==> src/rtl/uhs_map.vh <==
// Register map, field positions, reset values and timing counts for the
// host bulk transfer and session request block. Assumes a 20 MHz clock.
`ifndef UHS_MAP_VH
`define UHS_MAP_VH

// ------------------------------------------------------------
// Register byte offsets
// ------------------------------------------------------------
`define UHS_OFS_EPCTL 6'h00
`define UHS_OFS_ADDR 6'h04
`define UHS_OFS_TOKEN 6'h08
`define UHS_OFS_USBIRQ 6'h0c
`define UHS_OFS_OTGIRQ 6'h10
`define UHS_OFS_OTGCTL 6'h14
`define UHS_OFS_CFG2 6'h18
`define UHS_OFS_STAT 6'h1c
`define UHS_OFS_BD_EVEN 6'h20
`define UHS_OFS_BD_ODD 6'h24

// ------------------------------------------------------------
// Field positions
// ------------------------------------------------------------
`define UHS_EP_HSHK 0
`define UHS_EP_LSPEED 7
`define UHS_EP_NAK_RETRY_DISABLE 6
`define UHS_USB_DETACH 0
`define UHS_USB_DONE 3
`define UHS_USB_ATTACH 6
`define UHS_USB_STALL 7
`define UHS_OTG_SESEND 2
`define UHS_OTG_SESVALID 3
`define UHS_OTG_DPPU 7
`define UHS_OTG_DMPU 6
`define UHS_OTG_VBDIS 0
`define UHS_CFG2_VBPULSE 4
`define UHS_BD_OWNER 15

// ------------------------------------------------------------
// Reset values, token and handshake codes
// ------------------------------------------------------------
`define UHS_RST_BYTE 8'h00
`define UHS_RST_BD 16'h0000
`define UHS_PID_OUT 4'h1
`define UHS_PID_IN 4'h9
`define UHS_PID_ACK 4'h2
`define UHS_PID_NAK 4'ha
`define UHS_PID_STALL 4'he
`define UHS_PID_ERR 4'hf

// ------------------------------------------------------------
// Timing
// ------------------------------------------------------------
`define UHS_CLK_KHZ 20000
`define UHS_DETACH_NS 2500
`define UHS_DETACH_CYC ((`UHS_DETACH_NS * `UHS_CLK_KHZ + 999999) / 1000000)
`define UHS_HS_TIMEOUT_CYC 8'hff

`endif

==> src/rtl/uhs_sync2.v <==
// Two flip-flop synchroniser for pins from outside the clock domain.
// Assumes the sampled levels change slowly compared with the clock.
`timescale 1ns/100ps
module uhs_sync2 #(
  parameter WIDTH = 1
) (
  input wire clk,
  input wire reset,
  input wire [WIDTH-1:0] async_in,
  output reg [WIDTH-1:0] sync_out
);

  reg [WIDTH-1:0] meta_reg;

  always @(posedge clk) begin
    if (reset) begin
      meta_reg <= {WIDTH{1'b0}};
      sync_out <= {WIDTH{1'b0}};
    end else begin
      meta_reg <= async_in;
      sync_out <= meta_reg;
    end
  end

endmodule

==> src/rtl/uhs_se0_timer.v <==
// SE0 duration timer: reports a detach once SE0 outlasts the limit and an
// attach pulse when the line leaves a detached SE0. Inputs are synchronised.
`timescale 1ns/100ps
`include "uhs_map.vh"
module uhs_se0_timer (
  input wire clk,
  input wire reset,
  input wire se0,
  output reg detach_pulse,
  output reg attach_pulse
);

  localparam integer LIMIT_CYC = `UHS_DETACH_CYC;
  localparam [7:0] LIMIT = LIMIT_CYC[7:0];

  reg [7:0] count_reg;
  reg detached_reg;

  always @(posedge clk) begin
    if (reset) begin
      count_reg <= 8'h00;
      detached_reg <= 1'b0;
      detach_pulse <= 1'b0;
      attach_pulse <= 1'b0;
    end else begin
      detach_pulse <= 1'b0;
      attach_pulse <= 1'b0;
      if (!se0) begin
        count_reg <= 8'h00;
        if (detached_reg) begin
          detached_reg <= 1'b0;
          attach_pulse <= 1'b1;
        end
      end else if (count_reg < LIMIT) begin
        count_reg <= count_reg + 8'h01;
      end else if (!detached_reg) begin
        // Strictly longer than the limit before calling it a detach
        detached_reg <= 1'b1;
        detach_pulse <= 1'b1;
      end
    end
  end

endmodule

==> src/rtl/uhs_host_ctrl.v <==
// Host bulk transfer sequencer with session request controls, reached
// over an Avalon-MM slave with waitrequest. Assumes a packet engine on the
// same clock that sends tokens and data and returns the handshake, and
// asynchronous line-state and VBUS comparator pins.
//
// The Avalon-MM register port and the placing of the registers were decided locally.
`timescale 1ns/100ps
`include "uhs_map.vh"
module uhs_host_ctrl (
  input wire clk,
  input wire reset,
  input wire [5:0] avs_address,
  input wire avs_read,
  input wire avs_write,
  input wire [31:0] avs_writedata,
  input wire [3:0] avs_byteenable,
  output reg [31:0] avs_readdata,
  output reg avs_waitrequest,
  output reg tx_token_valid,
  output reg [3:0] tx_token_pid,
  output reg [6:0] tx_device_address,
  output reg [3:0] tx_endpoint,
  output reg [9:0] tx_byte_count,
  output reg tx_bank_odd,
  output reg tx_low_speed,
  input wire hs_valid,
  input wire [3:0] hs_pid,
  input wire line_dp,
  input wire line_dm,
  input wire vbus_session_valid,
  output reg dplus_pullup_enable,
  output reg dminus_pullup_enable,
  output reg vbus_discharge_enable,
  output reg vbus_pulse_enable
);

  // ------------------------------------------------------------
  // States
  // ------------------------------------------------------------
  localparam [1:0] ST_IDLE = 2'd0;
  localparam [1:0] ST_SEND = 2'd1;
  localparam [1:0] ST_WAIT = 2'd2;

  // ------------------------------------------------------------
  // Registers
  // ------------------------------------------------------------
  reg [7:0] host_endpoint_control_reg;
  reg [7:0] device_address_reg;
  reg [7:0] token_register_reg;
  reg [7:0] usb_irq_flags_reg;
  reg [7:0] otg_irq_flags_reg;
  reg [7:0] otg_control_reg;
  reg [7:0] usb_config2_reg;
  reg [7:0] last_transfer_status_reg;
  reg [15:0] buffer_descriptor_reg [0:1];
  reg bank_odd_reg;
  reg [1:0] state_reg;
  reg [7:0] timeout_reg;
  reg vbus_prev_reg;
  reg [2:0] vbus_warm_reg;

  wire [1:0] line_sync;
  wire vbus_sync;
  wire detach_pulse;
  wire attach_pulse;
  wire access;
  wire wr_en;
  wire [7:0] wbyte;
  wire retry_nak;
  wire hs_done;
  wire hs_late;
  wire xfer_done;
  wire [3:0] done_pid;
  wire [7:0] usb_set;
  wire [7:0] otg_set;
  wire token_wr;
  wire usb_clr;
  wire otg_clr;

  // Byte lane zero carries every register's low byte
  function [7:0] w1c_next;
    input [7:0] cur;
    input [7:0] set;
    input clr_en;
    input [7:0] clr;
    begin
      // A hardware set in the same cycle as a clear wins
      w1c_next = (cur & ~(clr_en ? clr : 8'h00)) | set;
    end
  endfunction

  function sel;
    input [5:0] a;
    input [5:0] ofs;
    begin
      sel = (a == ofs);
    end
  endfunction

  // Status byte: endpoint, transmit direction, bank, spare bits read zero
  function [7:0] status_byte;
    input [7:0] token;
    input odd;
    begin
      status_byte = {token[3:0], token[7:4] == `UHS_PID_OUT, odd, 2'b00};
    end
  endfunction

  // ------------------------------------------------------------
  // Pin synchronisers and SE0 timing
  // ------------------------------------------------------------
  uhs_sync2 #(
    .WIDTH(2)
  ) u_line_sync (
    .clk(clk),
    .reset(reset),
    .async_in({line_dp, line_dm}),
    .sync_out(line_sync)
  );

  uhs_sync2 #(
    .WIDTH(1)
  ) u_vbus_sync (
    .clk(clk),
    .reset(reset),
    .async_in(vbus_session_valid),
    .sync_out(vbus_sync)
  );

  uhs_se0_timer u_se0 (
    .clk(clk),
    .reset(reset),
    .se0(line_sync == 2'b00),
    .detach_pulse(detach_pulse),
    .attach_pulse(attach_pulse)
  );

  // ------------------------------------------------------------
  // Bus access: one wait state, then the access takes effect
  // ------------------------------------------------------------
  assign access = (avs_read | avs_write) & ~avs_waitrequest;
  assign wr_en = avs_write & ~avs_waitrequest & avs_byteenable[0];
  assign wbyte = avs_writedata[7:0];
  // Write strobes for the token and the two write-one-clear flag registers
  assign token_wr = wr_en & sel(avs_address, `UHS_OFS_TOKEN);
  assign usb_clr = wr_en & sel(avs_address, `UHS_OFS_USBIRQ);
  assign otg_clr = wr_en & sel(avs_address, `UHS_OFS_OTGIRQ);

  always @(posedge clk) begin
    if (reset) begin
      avs_waitrequest <= 1'b1;
      avs_readdata <= 32'h00000000;
    end else if (access) begin
      avs_waitrequest <= 1'b1;
    end else if (avs_read | avs_write) begin
      avs_waitrequest <= 1'b0;
      avs_readdata <= 32'h00000000;
      case (avs_address)
        `UHS_OFS_EPCTL: avs_readdata[7:0] <= host_endpoint_control_reg;
        `UHS_OFS_ADDR: avs_readdata[7:0] <= device_address_reg;
        `UHS_OFS_TOKEN: avs_readdata[7:0] <= token_register_reg;
        `UHS_OFS_USBIRQ: avs_readdata[7:0] <= usb_irq_flags_reg;
        `UHS_OFS_OTGIRQ: avs_readdata[7:0] <= otg_irq_flags_reg;
        `UHS_OFS_OTGCTL: avs_readdata[7:0] <= otg_control_reg;
        `UHS_OFS_CFG2: avs_readdata[7:0] <= usb_config2_reg;
        `UHS_OFS_STAT: avs_readdata[7:0] <= last_transfer_status_reg;
        `UHS_OFS_BD_EVEN: avs_readdata[15:0] <= buffer_descriptor_reg[0];
        `UHS_OFS_BD_ODD: avs_readdata[15:0] <= buffer_descriptor_reg[1];
        default: avs_readdata <= 32'h00000000;
      endcase
    end
  end

  // ------------------------------------------------------------
  // Configuration registers
  // ------------------------------------------------------------
  // Speed and pull-up bits are not locked while busy; software is trusted
  // to set them during setup only.
  always @(posedge clk) begin
    if (reset) begin
      host_endpoint_control_reg <= `UHS_RST_BYTE;
      device_address_reg <= `UHS_RST_BYTE;
      otg_control_reg <= `UHS_RST_BYTE;
      usb_config2_reg <= `UHS_RST_BYTE;
    end else if (wr_en) begin
      if (sel(avs_address, `UHS_OFS_EPCTL)) begin
        host_endpoint_control_reg <= wbyte;
      end
      if (sel(avs_address, `UHS_OFS_ADDR)) begin
        device_address_reg <= {1'b0, wbyte[6:0]};
      end
      if (sel(avs_address, `UHS_OFS_OTGCTL)) begin
        otg_control_reg <= wbyte;
      end
      if (sel(avs_address, `UHS_OFS_CFG2)) begin
        usb_config2_reg <= wbyte;
      end
    end
  end

  // ------------------------------------------------------------
  // Session request outputs
  // ------------------------------------------------------------
  always @(posedge clk) begin
    if (reset) begin
      dplus_pullup_enable <= 1'b0;
      dminus_pullup_enable <= 1'b0;
      vbus_discharge_enable <= 1'b0;
      vbus_pulse_enable <= 1'b0;
      tx_low_speed <= 1'b0;
    end else begin
      // Pull-ups follow software directly; timing of the pulse is its job
      dplus_pullup_enable <= otg_control_reg[`UHS_OTG_DPPU];
      dminus_pullup_enable <= otg_control_reg[`UHS_OTG_DMPU];
      vbus_discharge_enable <= otg_control_reg[`UHS_OTG_VBDIS];
      // A VBUS pulse is never driven while the link is set to low speed
      vbus_pulse_enable <= usb_config2_reg[`UHS_CFG2_VBPULSE] &
                           ~host_endpoint_control_reg[`UHS_EP_LSPEED];
      tx_low_speed <= host_endpoint_control_reg[`UHS_EP_LSPEED];
    end
  end

  // ------------------------------------------------------------
  // Transfer sequencer
  // ------------------------------------------------------------
  assign retry_nak = (hs_pid == `UHS_PID_NAK) &
                     ~host_endpoint_control_reg[`UHS_EP_NAK_RETRY_DISABLE];
  assign hs_done = (state_reg == ST_WAIT) & hs_valid & ~retry_nak;
  assign hs_late = (state_reg == ST_WAIT) & ~hs_valid & (timeout_reg == 8'h00);
  assign xfer_done = hs_done | hs_late;
  assign done_pid = hs_late ? `UHS_PID_ERR :
                    ((hs_pid == `UHS_PID_ACK) | (hs_pid == `UHS_PID_NAK) |
                     (hs_pid == `UHS_PID_STALL)) ? hs_pid : `UHS_PID_ERR;

  always @(posedge clk) begin
    if (reset) begin
      state_reg <= ST_IDLE;
      token_register_reg <= `UHS_RST_BYTE;
      timeout_reg <= 8'h00;
      tx_token_valid <= 1'b0;
      tx_token_pid <= 4'h0;
      tx_device_address <= 7'h00;
      tx_endpoint <= 4'h0;
      tx_byte_count <= 10'h000;
      tx_bank_odd <= 1'b0;
    end else begin
      tx_token_valid <= 1'b0;
      case (state_reg)
        ST_IDLE: begin
          if (token_wr) begin
            token_register_reg <= wbyte;
            // A descriptor still owned by the processor is left untouched
            if (buffer_descriptor_reg[bank_odd_reg][`UHS_BD_OWNER]) begin
              state_reg <= ST_SEND;
            end
          end
        end
        ST_SEND: begin
          tx_token_valid <= 1'b1;
          tx_token_pid <= token_register_reg[7:4];
          tx_endpoint <= token_register_reg[3:0];
          tx_device_address <= device_address_reg[6:0];
          tx_byte_count <= buffer_descriptor_reg[bank_odd_reg][9:0];
          tx_bank_odd <= bank_odd_reg;
          timeout_reg <= `UHS_HS_TIMEOUT_CYC;
          state_reg <= ST_WAIT;
        end
        ST_WAIT: begin
          if (hs_valid && retry_nak) begin
            state_reg <= ST_SEND;
          end else if (xfer_done) begin
            state_reg <= ST_IDLE;
          end else begin
            timeout_reg <= timeout_reg - 8'h01;
          end
        end
        default: state_reg <= ST_IDLE;
      endcase
    end
  end

  // ------------------------------------------------------------
  // Descriptors, bank pointer and status
  // ------------------------------------------------------------
  always @(posedge clk) begin
    if (reset) begin
      buffer_descriptor_reg[0] <= `UHS_RST_BD;
      buffer_descriptor_reg[1] <= `UHS_RST_BD;
      bank_odd_reg <= 1'b0;
      last_transfer_status_reg <= `UHS_RST_BYTE;
    end else if (xfer_done) begin
      // Hand back to the processor with the handshake in the PID field
      buffer_descriptor_reg[bank_odd_reg][`UHS_BD_OWNER] <= 1'b0;
      buffer_descriptor_reg[bank_odd_reg][13:10] <= done_pid;
      bank_odd_reg <= ~bank_odd_reg;
      last_transfer_status_reg <= status_byte(token_register_reg, bank_odd_reg);
    end else if (wr_en && sel(avs_address, `UHS_OFS_BD_EVEN)) begin
      buffer_descriptor_reg[0] <= avs_writedata[15:0];
    end else if (wr_en && sel(avs_address, `UHS_OFS_BD_ODD)) begin
      buffer_descriptor_reg[1] <= avs_writedata[15:0];
    end
  end

  // ------------------------------------------------------------
  // Interrupt flags, write one to clear
  // ------------------------------------------------------------
  assign usb_set = {(xfer_done && done_pid == `UHS_PID_STALL), attach_pulse, 2'b00,
                    xfer_done, 2'b00, detach_pulse};
  // VBUS edges count only once the warm-up below has run out
  assign otg_set = {4'h0, vbus_sync & ~vbus_prev_reg,
                    ~vbus_sync & vbus_prev_reg, 2'b00} &
                   {8{vbus_warm_reg[2]}};

  always @(posedge clk) begin
    if (reset) begin
      usb_irq_flags_reg <= `UHS_RST_BYTE;
      otg_irq_flags_reg <= `UHS_RST_BYTE;
      vbus_prev_reg <= 1'b0;
    end else begin
      vbus_prev_reg <= vbus_sync;
      usb_irq_flags_reg <= w1c_next(usb_irq_flags_reg, usb_set,
                                    usb_clr,
                                    wbyte);
      otg_irq_flags_reg <= w1c_next(otg_irq_flags_reg, otg_set,
                                    otg_clr,
                                    wbyte);
    end
  end

  // ------------------------------------------------------------
  // VBUS edge warm-up
  // ------------------------------------------------------------
  // The synchroniser leaves reset low, so a VBUS already present would
  // look like a fresh rise and raise a false session-valid flag
  always @(posedge clk) begin
    if (reset) begin
      vbus_warm_reg <= 3'b000;
    end else begin
      vbus_warm_reg <= {vbus_warm_reg[1:0], 1'b1};
    end
  end

endmodule

==> config.mk <==
export PLATFORM = sky130hd
export DESIGN_NAME = uhs_host_ctrl
export DESIGN_NICKNAME = d
export VERILOG_FILES = /design/src/rtl/uhs_sync2.v /design/src/rtl/uhs_se0_timer.v /design/src/rtl/uhs_host_ctrl.v
export VERILOG_INCLUDE_DIRS = /design/src /design/src/rtl
export SDC_FILE = /design/constraint.sdc
export NUM_CORES = 1
export LEC_CHECK = 0
export BUFFER_PORTS_ARGS = -buffer_cell sky130_fd_sc_hd__clkbuf_2
export CORE_AREA = 8 8 124 126
export DETAILED_ROUTE_END_ITERATION = 6
export DIE_AREA = 0 0 132 134
export PLACE_DENSITY = 0.85
export SLEW_MARGIN = 20
export SYNTH_ARGS = -nofsm -noshare
export SYNTH_HDL_FRONTEND = slang
export SYNTH_SLANG_ARGS = --single-unit
==> constraint.sdc <==
create_clock -name clk -period 2.9 [get_ports clk]
set_clock_uncertainty 0.05 [all_clocks]
set_input_delay 0.145 -clock clk [delete_from_list [all_inputs] [get_ports clk]]
set_output_delay 0.145 -clock clk [all_outputs]
set_load 0.05 [all_outputs]
; ---- Yosys cells after proc, flatten, opt, wreduce, memory -nomap -nowiden
; Memories as Yosys holds them, arrays and structs flattened. A register that Yosys moved wholly into a read port is not among the register bits.
; Index checks and enable logic that the tools add are counted.
[totals]
reg_bits = 142
mem_bits_rw = 32
input_bits = 54
output_inout_bits = 65
wordCells = 158
mem_count = 1
[mem_list]
columns = name, depth, width, read_ports, rd_clocked_by_memory_dff, wr, line
row1 = buffer_descriptor_reg, 2, 16, 3, 1, 2, uhs_host_ctrl.v:55  ; reg [15:0] buffer_descriptor_reg [0:1];
[classes]
add_sub_neg = 2
n_lt_le_gt_ge = 1
n_eq_ne = 21
mux = 39
n_bitwise = 37
reduce_logical = 22
[ops]
columns = operator, count
row1 = 8-bit one-hot mux with 10 select lines, 1
row2 = 16-bit 2-to-1 mux, 3
row3 = 8-bit 2-to-1 mux, 4
row4 = 8-bit one-hot mux with 2 select lines, 2
row5 = "6-bit by 5-bit == test with 1-bit output, second input constant", 4
row6 = 1-bit 2-to-1 mux, 21
row7 = 8-bit AND, 2
row8 = 8-bit inverter, 2
row9 = 8-bit OR, 2
row10 = 16-bit OR reduction, 1
row11 = 1-bit AND, 14
row12 = "4-bit == test, second input constant", 3
row13 = "6-bit by 4-bit == test with 1-bit output, second input constant", 2
row14 = "6-bit == test, second input constant", 2
row15 = 2-bit AND reduction, 6
row16 = 2-bit 2-to-1 mux, 5
row17 = 1-bit inverter, 10
row18 = "8-bit by 1-bit adder with 8-bit output, second input constant", 1
row19 = 4-bit by 8-bit AND with 8-bit output, 1
row20 = 8-bit logical NOT, 1
row21 = "8-bit by 6-bit less-than comparator with 1-bit output, second input constant", 1
row22 = 4-bit 2-to-1 mux, 2
row23 = "2-bit != test, second input constant", 4
row24 = "8-bit by 1-bit subtractor with 8-bit output, second input constant", 1
row25 = 15 further kinds, 27

; ---- Depth between registers and ports, before layout
[logic_depth]
depth_word = 10
mapped_depth = 8
ltp_nobuf = 6

; ---- Modules after synthesis
; A second synthesis with hierarchy kept.
[hier_totals]
cells_unflattened = 704
area_unflattened_um2 = 7209.4
[modules_own_cells]
columns = mod, instances, cells_per_inst, area_per_inst_um2, seq_area_each_um2
row1 = uhs_host_ctrl, 1, 646, 6621.4, 3463.3
row2 = uhs_se0_timer, 1, 46, 430.4, 220.2
row3 = uhs_sync2 at u_line_sync, 1, 8, 105.1, 80.1
row4 = uhs_sync2 at u_vbus_sync, 1, 4, 52.6, 40.0

; ---- Worst setup path before layout
; OpenSTA, ideal clock, no wires.
[synth_timing]
path_type = reg2reg
startpoint = register timeout_reg[0]
endpoint = memory buffer_descriptor_reg[0][10] (enable)
setup_ps = 345
arrival_time_ps = 1904
t_required_ps = 2505
slack_ps = 601
stages_incl_launch_ff = 9
path_buffers = 2
synth_period_minus_slack_ps = 2299
cell_sequence = dfxtp_1 inv_1 ha_1 or3b_2 nor3_1 buf_2 buf_2 nor2_1 o211ai_1
[synth_lines]
columns = element, line
row1 = from (decl), uhs_host_ctrl.v:58  ; reg [7:0] timeout_reg;
row2 = from (signal assigned), uhs_host_ctrl.v:265  ; timeout_reg <= `UHS_HS_TIMEOUT_CYC;
row3 = from (signal assigned), uhs_host_ctrl.v:274  ; timeout_reg <= timeout_reg - 8'h01;
row4 = to (decl), uhs_host_ctrl.v:55

==> reports/metrics.cfg <==
[detailed_routing]
drt_iter0_drc = 602
met2WireLength_um = 8670
drc = 0
top_layer_used = met4
num_vias = 6124
wl_per_cell_um = 18.4
wl_met1_um = 7920
drt_pass1_iterations = 6
ant_nets = 0
wl_um = 19000
wl_met3_um = 1780
viasPerCell = 5.93

[timing]
holdWs_ps = 13.7
min_period_ps = 2450
hold_violations = 0
min_period_over_period_pct = 84.3
timing.fmax_mhz = 409
maxSlewHeadroom_pct = 36.2
maxSlewViolCount = 0
finalSetupViolCount = 0
worst_pin_slew_ps = 950
fin_tns_setup_ps = 0
grt_setup_unrepaired = no

[global_route]
grt_max_degree = 62
gr-total-overflow = 0
grt_first_pass_wirelength_um = 30400
grt_pass1_vias = 5909
gr-usage-all-layers_pct = 21.3
grt_antenna_before_repair = 0

[layout]
area_growth_pct = 16.5
final_net_count = 896
final_cell_mix = dfxtp_1, clkbuf_2, nor2_1
layout_commonest_cell = dfxtp_1
seqCellArea_mm2 = 0.00380
multi_input_area_mm2 = 0.00326
largest_register_ffs = 32
final_area_mm2 = 0.00856
num-fill-cells = 1072
antennaDiodeCount = 0
drive_above_1_share_pct = 17.5

[die]
std_cell_rows = 43
start_util_pct = 54.4
placeableCoreArea_mm2 = 0.0135
die_area_mm2 = 0.0177
io_pins = 119
die_h_um = 134
die_w_um = 132

[placement]
portBuffers = 83
hpwl_um = 13200
dpl-instance-area_mm2 = 0.00789
gp_congestion = 0.888

[worst_hold_path]
min_from = avs_writedata[7]
hp-class = in2reg
whs_endpoint = otg_irq_flags_reg[7]
worstHoldPathCells = 2

[power]
p_sw_w = 0.00117
p_leak_nw = 3.30
p_seq_share_pct = 50.0
power_density_mw_per_mm2 = 589
power.internal_w = 0.00386
power.share.clock_pct = 43.8
max-vdd-ir-drop_v = 0.000470
power.share.switching_pct = 23.3
finalPower_w = 0.00504
p_comb_share_pct = 6.2

[clocking]
cts-root-buf = clkbuf_16
cts.reportedPaths.clkPinSlew_ps = 60
clock_sinks = 175
cts.htree.levels = 4
cts_setup_buffers = 0
cts_buffers = 17
clk_latency_ps = 430
cts.path.max_buffers = 2
cts_tree = yes

[yosys]
yosysWarnings = 0
synth_top_area_cell = dfxtp_1
synth_top_area_share_pct = 39.5
synth_edf_count = 30
yosysSeqAreaShare_pct = 51.8
netlist_area_mm2 = 0.00735
synth.ff_latch_count = 175
yosysUniqueCellTypes = 67
syn_area_per_cell_um2 = 9.73
synth.area.top_cells = dfxtp_1, edfxtp_1, mux2i_1
async_flop_share_pct = 0
ys.flop_type = dfxtp_1
syn_inst = 755

[setup_path]
worst-endpoint-required_ps = 2920
cp_max_fo = 20
end_kind = flip-flop
rr_startpoint = timeout_reg[0]
worstSetupPathType = reg2reg
rr_worst_depth = 7
worstPathArrival_ps = 2460
cp-start-kind = flip-flop
reg2reg_slack_ps = 450
r2r-end = buffer_descriptor_reg[0][5]

[job]
drv_cap = 0

[status]
outcome = finished clean

## worst max-delay path, cell delays in order (launching register included)
cell	delay [ps]
dfxtp_1	350
inv_1	90
ha_1	170
or3b_2	460
nor3_1	190
buf_4	260
or3_1	180
nand2_1	330
## cell type report
class / count / area share (%)
clock buffer: 21 / 5.26
clock inverter: 11 / 1.32
inverter: 7 / 0.307
multi-input combinational: 524 / 38.1
sequential: 175 / 44.4
tap: 180 / 2.63
timing repair buffer: 114 / 7.92
## kinds of logic (layout without fill, tap and decap cells)
family | count (synthesis) | after routing | share of synthesized area (%)
xor gates and xnor gates | 4 | 4 | 0.477
other | 1 | 16 | 0.0510
DFF | 175 | 175 | 51.8
buffers and inverters | 71 | 153 | 4.67
muxes | 51 | 51 | 7.36
adders and majority gates | 3 | 3 | 0.511
AOI/OAI and AO/OA | 162 | 162 | 14.7
and+or+nand+nor | 288 | 288 | 20.4
## worst max path at each step
stage	from	cells past startpoint	slack (ps)	endpoint
floorplan	timeout_reg[0]	8	600	buffer_descriptor_reg[0][10]
global placement	timeout_reg[0]	7	530	buffer_descriptor_reg[0][5]
detailed placement	timeout_reg[0]	7	480	buffer_descriptor_reg[0][1]
CTS	timeout_reg[0]	7	450	buffer_descriptor_reg[0][8]
global route	timeout_reg[0]	7	310	buffer_descriptor_reg[0][7]
finish	timeout_reg[0]	7	450	buffer_descriptor_reg[0][5]
## per-layer routing
metal  up-vias  GRT usage, %
li1       2898             -
met1      2875          26.5
met2       304          33.4
met3        47          6.02
met4         0          10.5
met5         -             0
## what timing repair did
item	4_1_cts	5_1_grt
gates resized for setup	0	0
endpoints found under the hold margin	17	0
hold buffers	11	0
## cells in the mapped netlist (4+ instances only)
master       n
nand4_1     10
dfxtp_1    145
o21ai_0     24
and3_1      22
a221oi_1    11
mux2_2       4
a211oi_1    12
nor3_1      17
a31oi_1      9
or3_1        6
mux2i_1     45
nand3_1     21
a22oi_1      8
buf_1        7
a2111oi_0    5
xor2_1       4
a311oi_1     5
a21oi_1     49
and2_1      18
buf_2        7
clkbuf_1    33
a222oi_1     6
nand2_1     63
inv_1        6
or4_1        4
nor2b_1     20
o22ai_1      6
buf_4       16
a22o_1       4
edfxtp_1    30
nor2_1      77
## metrics by stage
step	worst slack [ps]	util, %	std cells
2_1_floorplan	601	-	770
6_report	455	63.4	1032
5_1_grt	313	63.4	1032
3_5_place_dp	482	58.4	989
4_1_cts	445	63.4	1032
3_3_place_gp	526	58.4	989
## power by group through the flow
stage / combinational (W) / sequential (W) / clock, W
CTS: 0.000306 / 0.00252 / 0.00222
global route: 0.000334 / 0.00252 / 0.00232
finish: 0.000312 / 0.00252 / 0.00221
floorplan: 0.000183 / 0.00260 / 0
global placement: 0.000290 / 0.00257 / 0
detailed placement: 0.000293 / 0.00257 / 0
(Power assumes the default switching activity.)
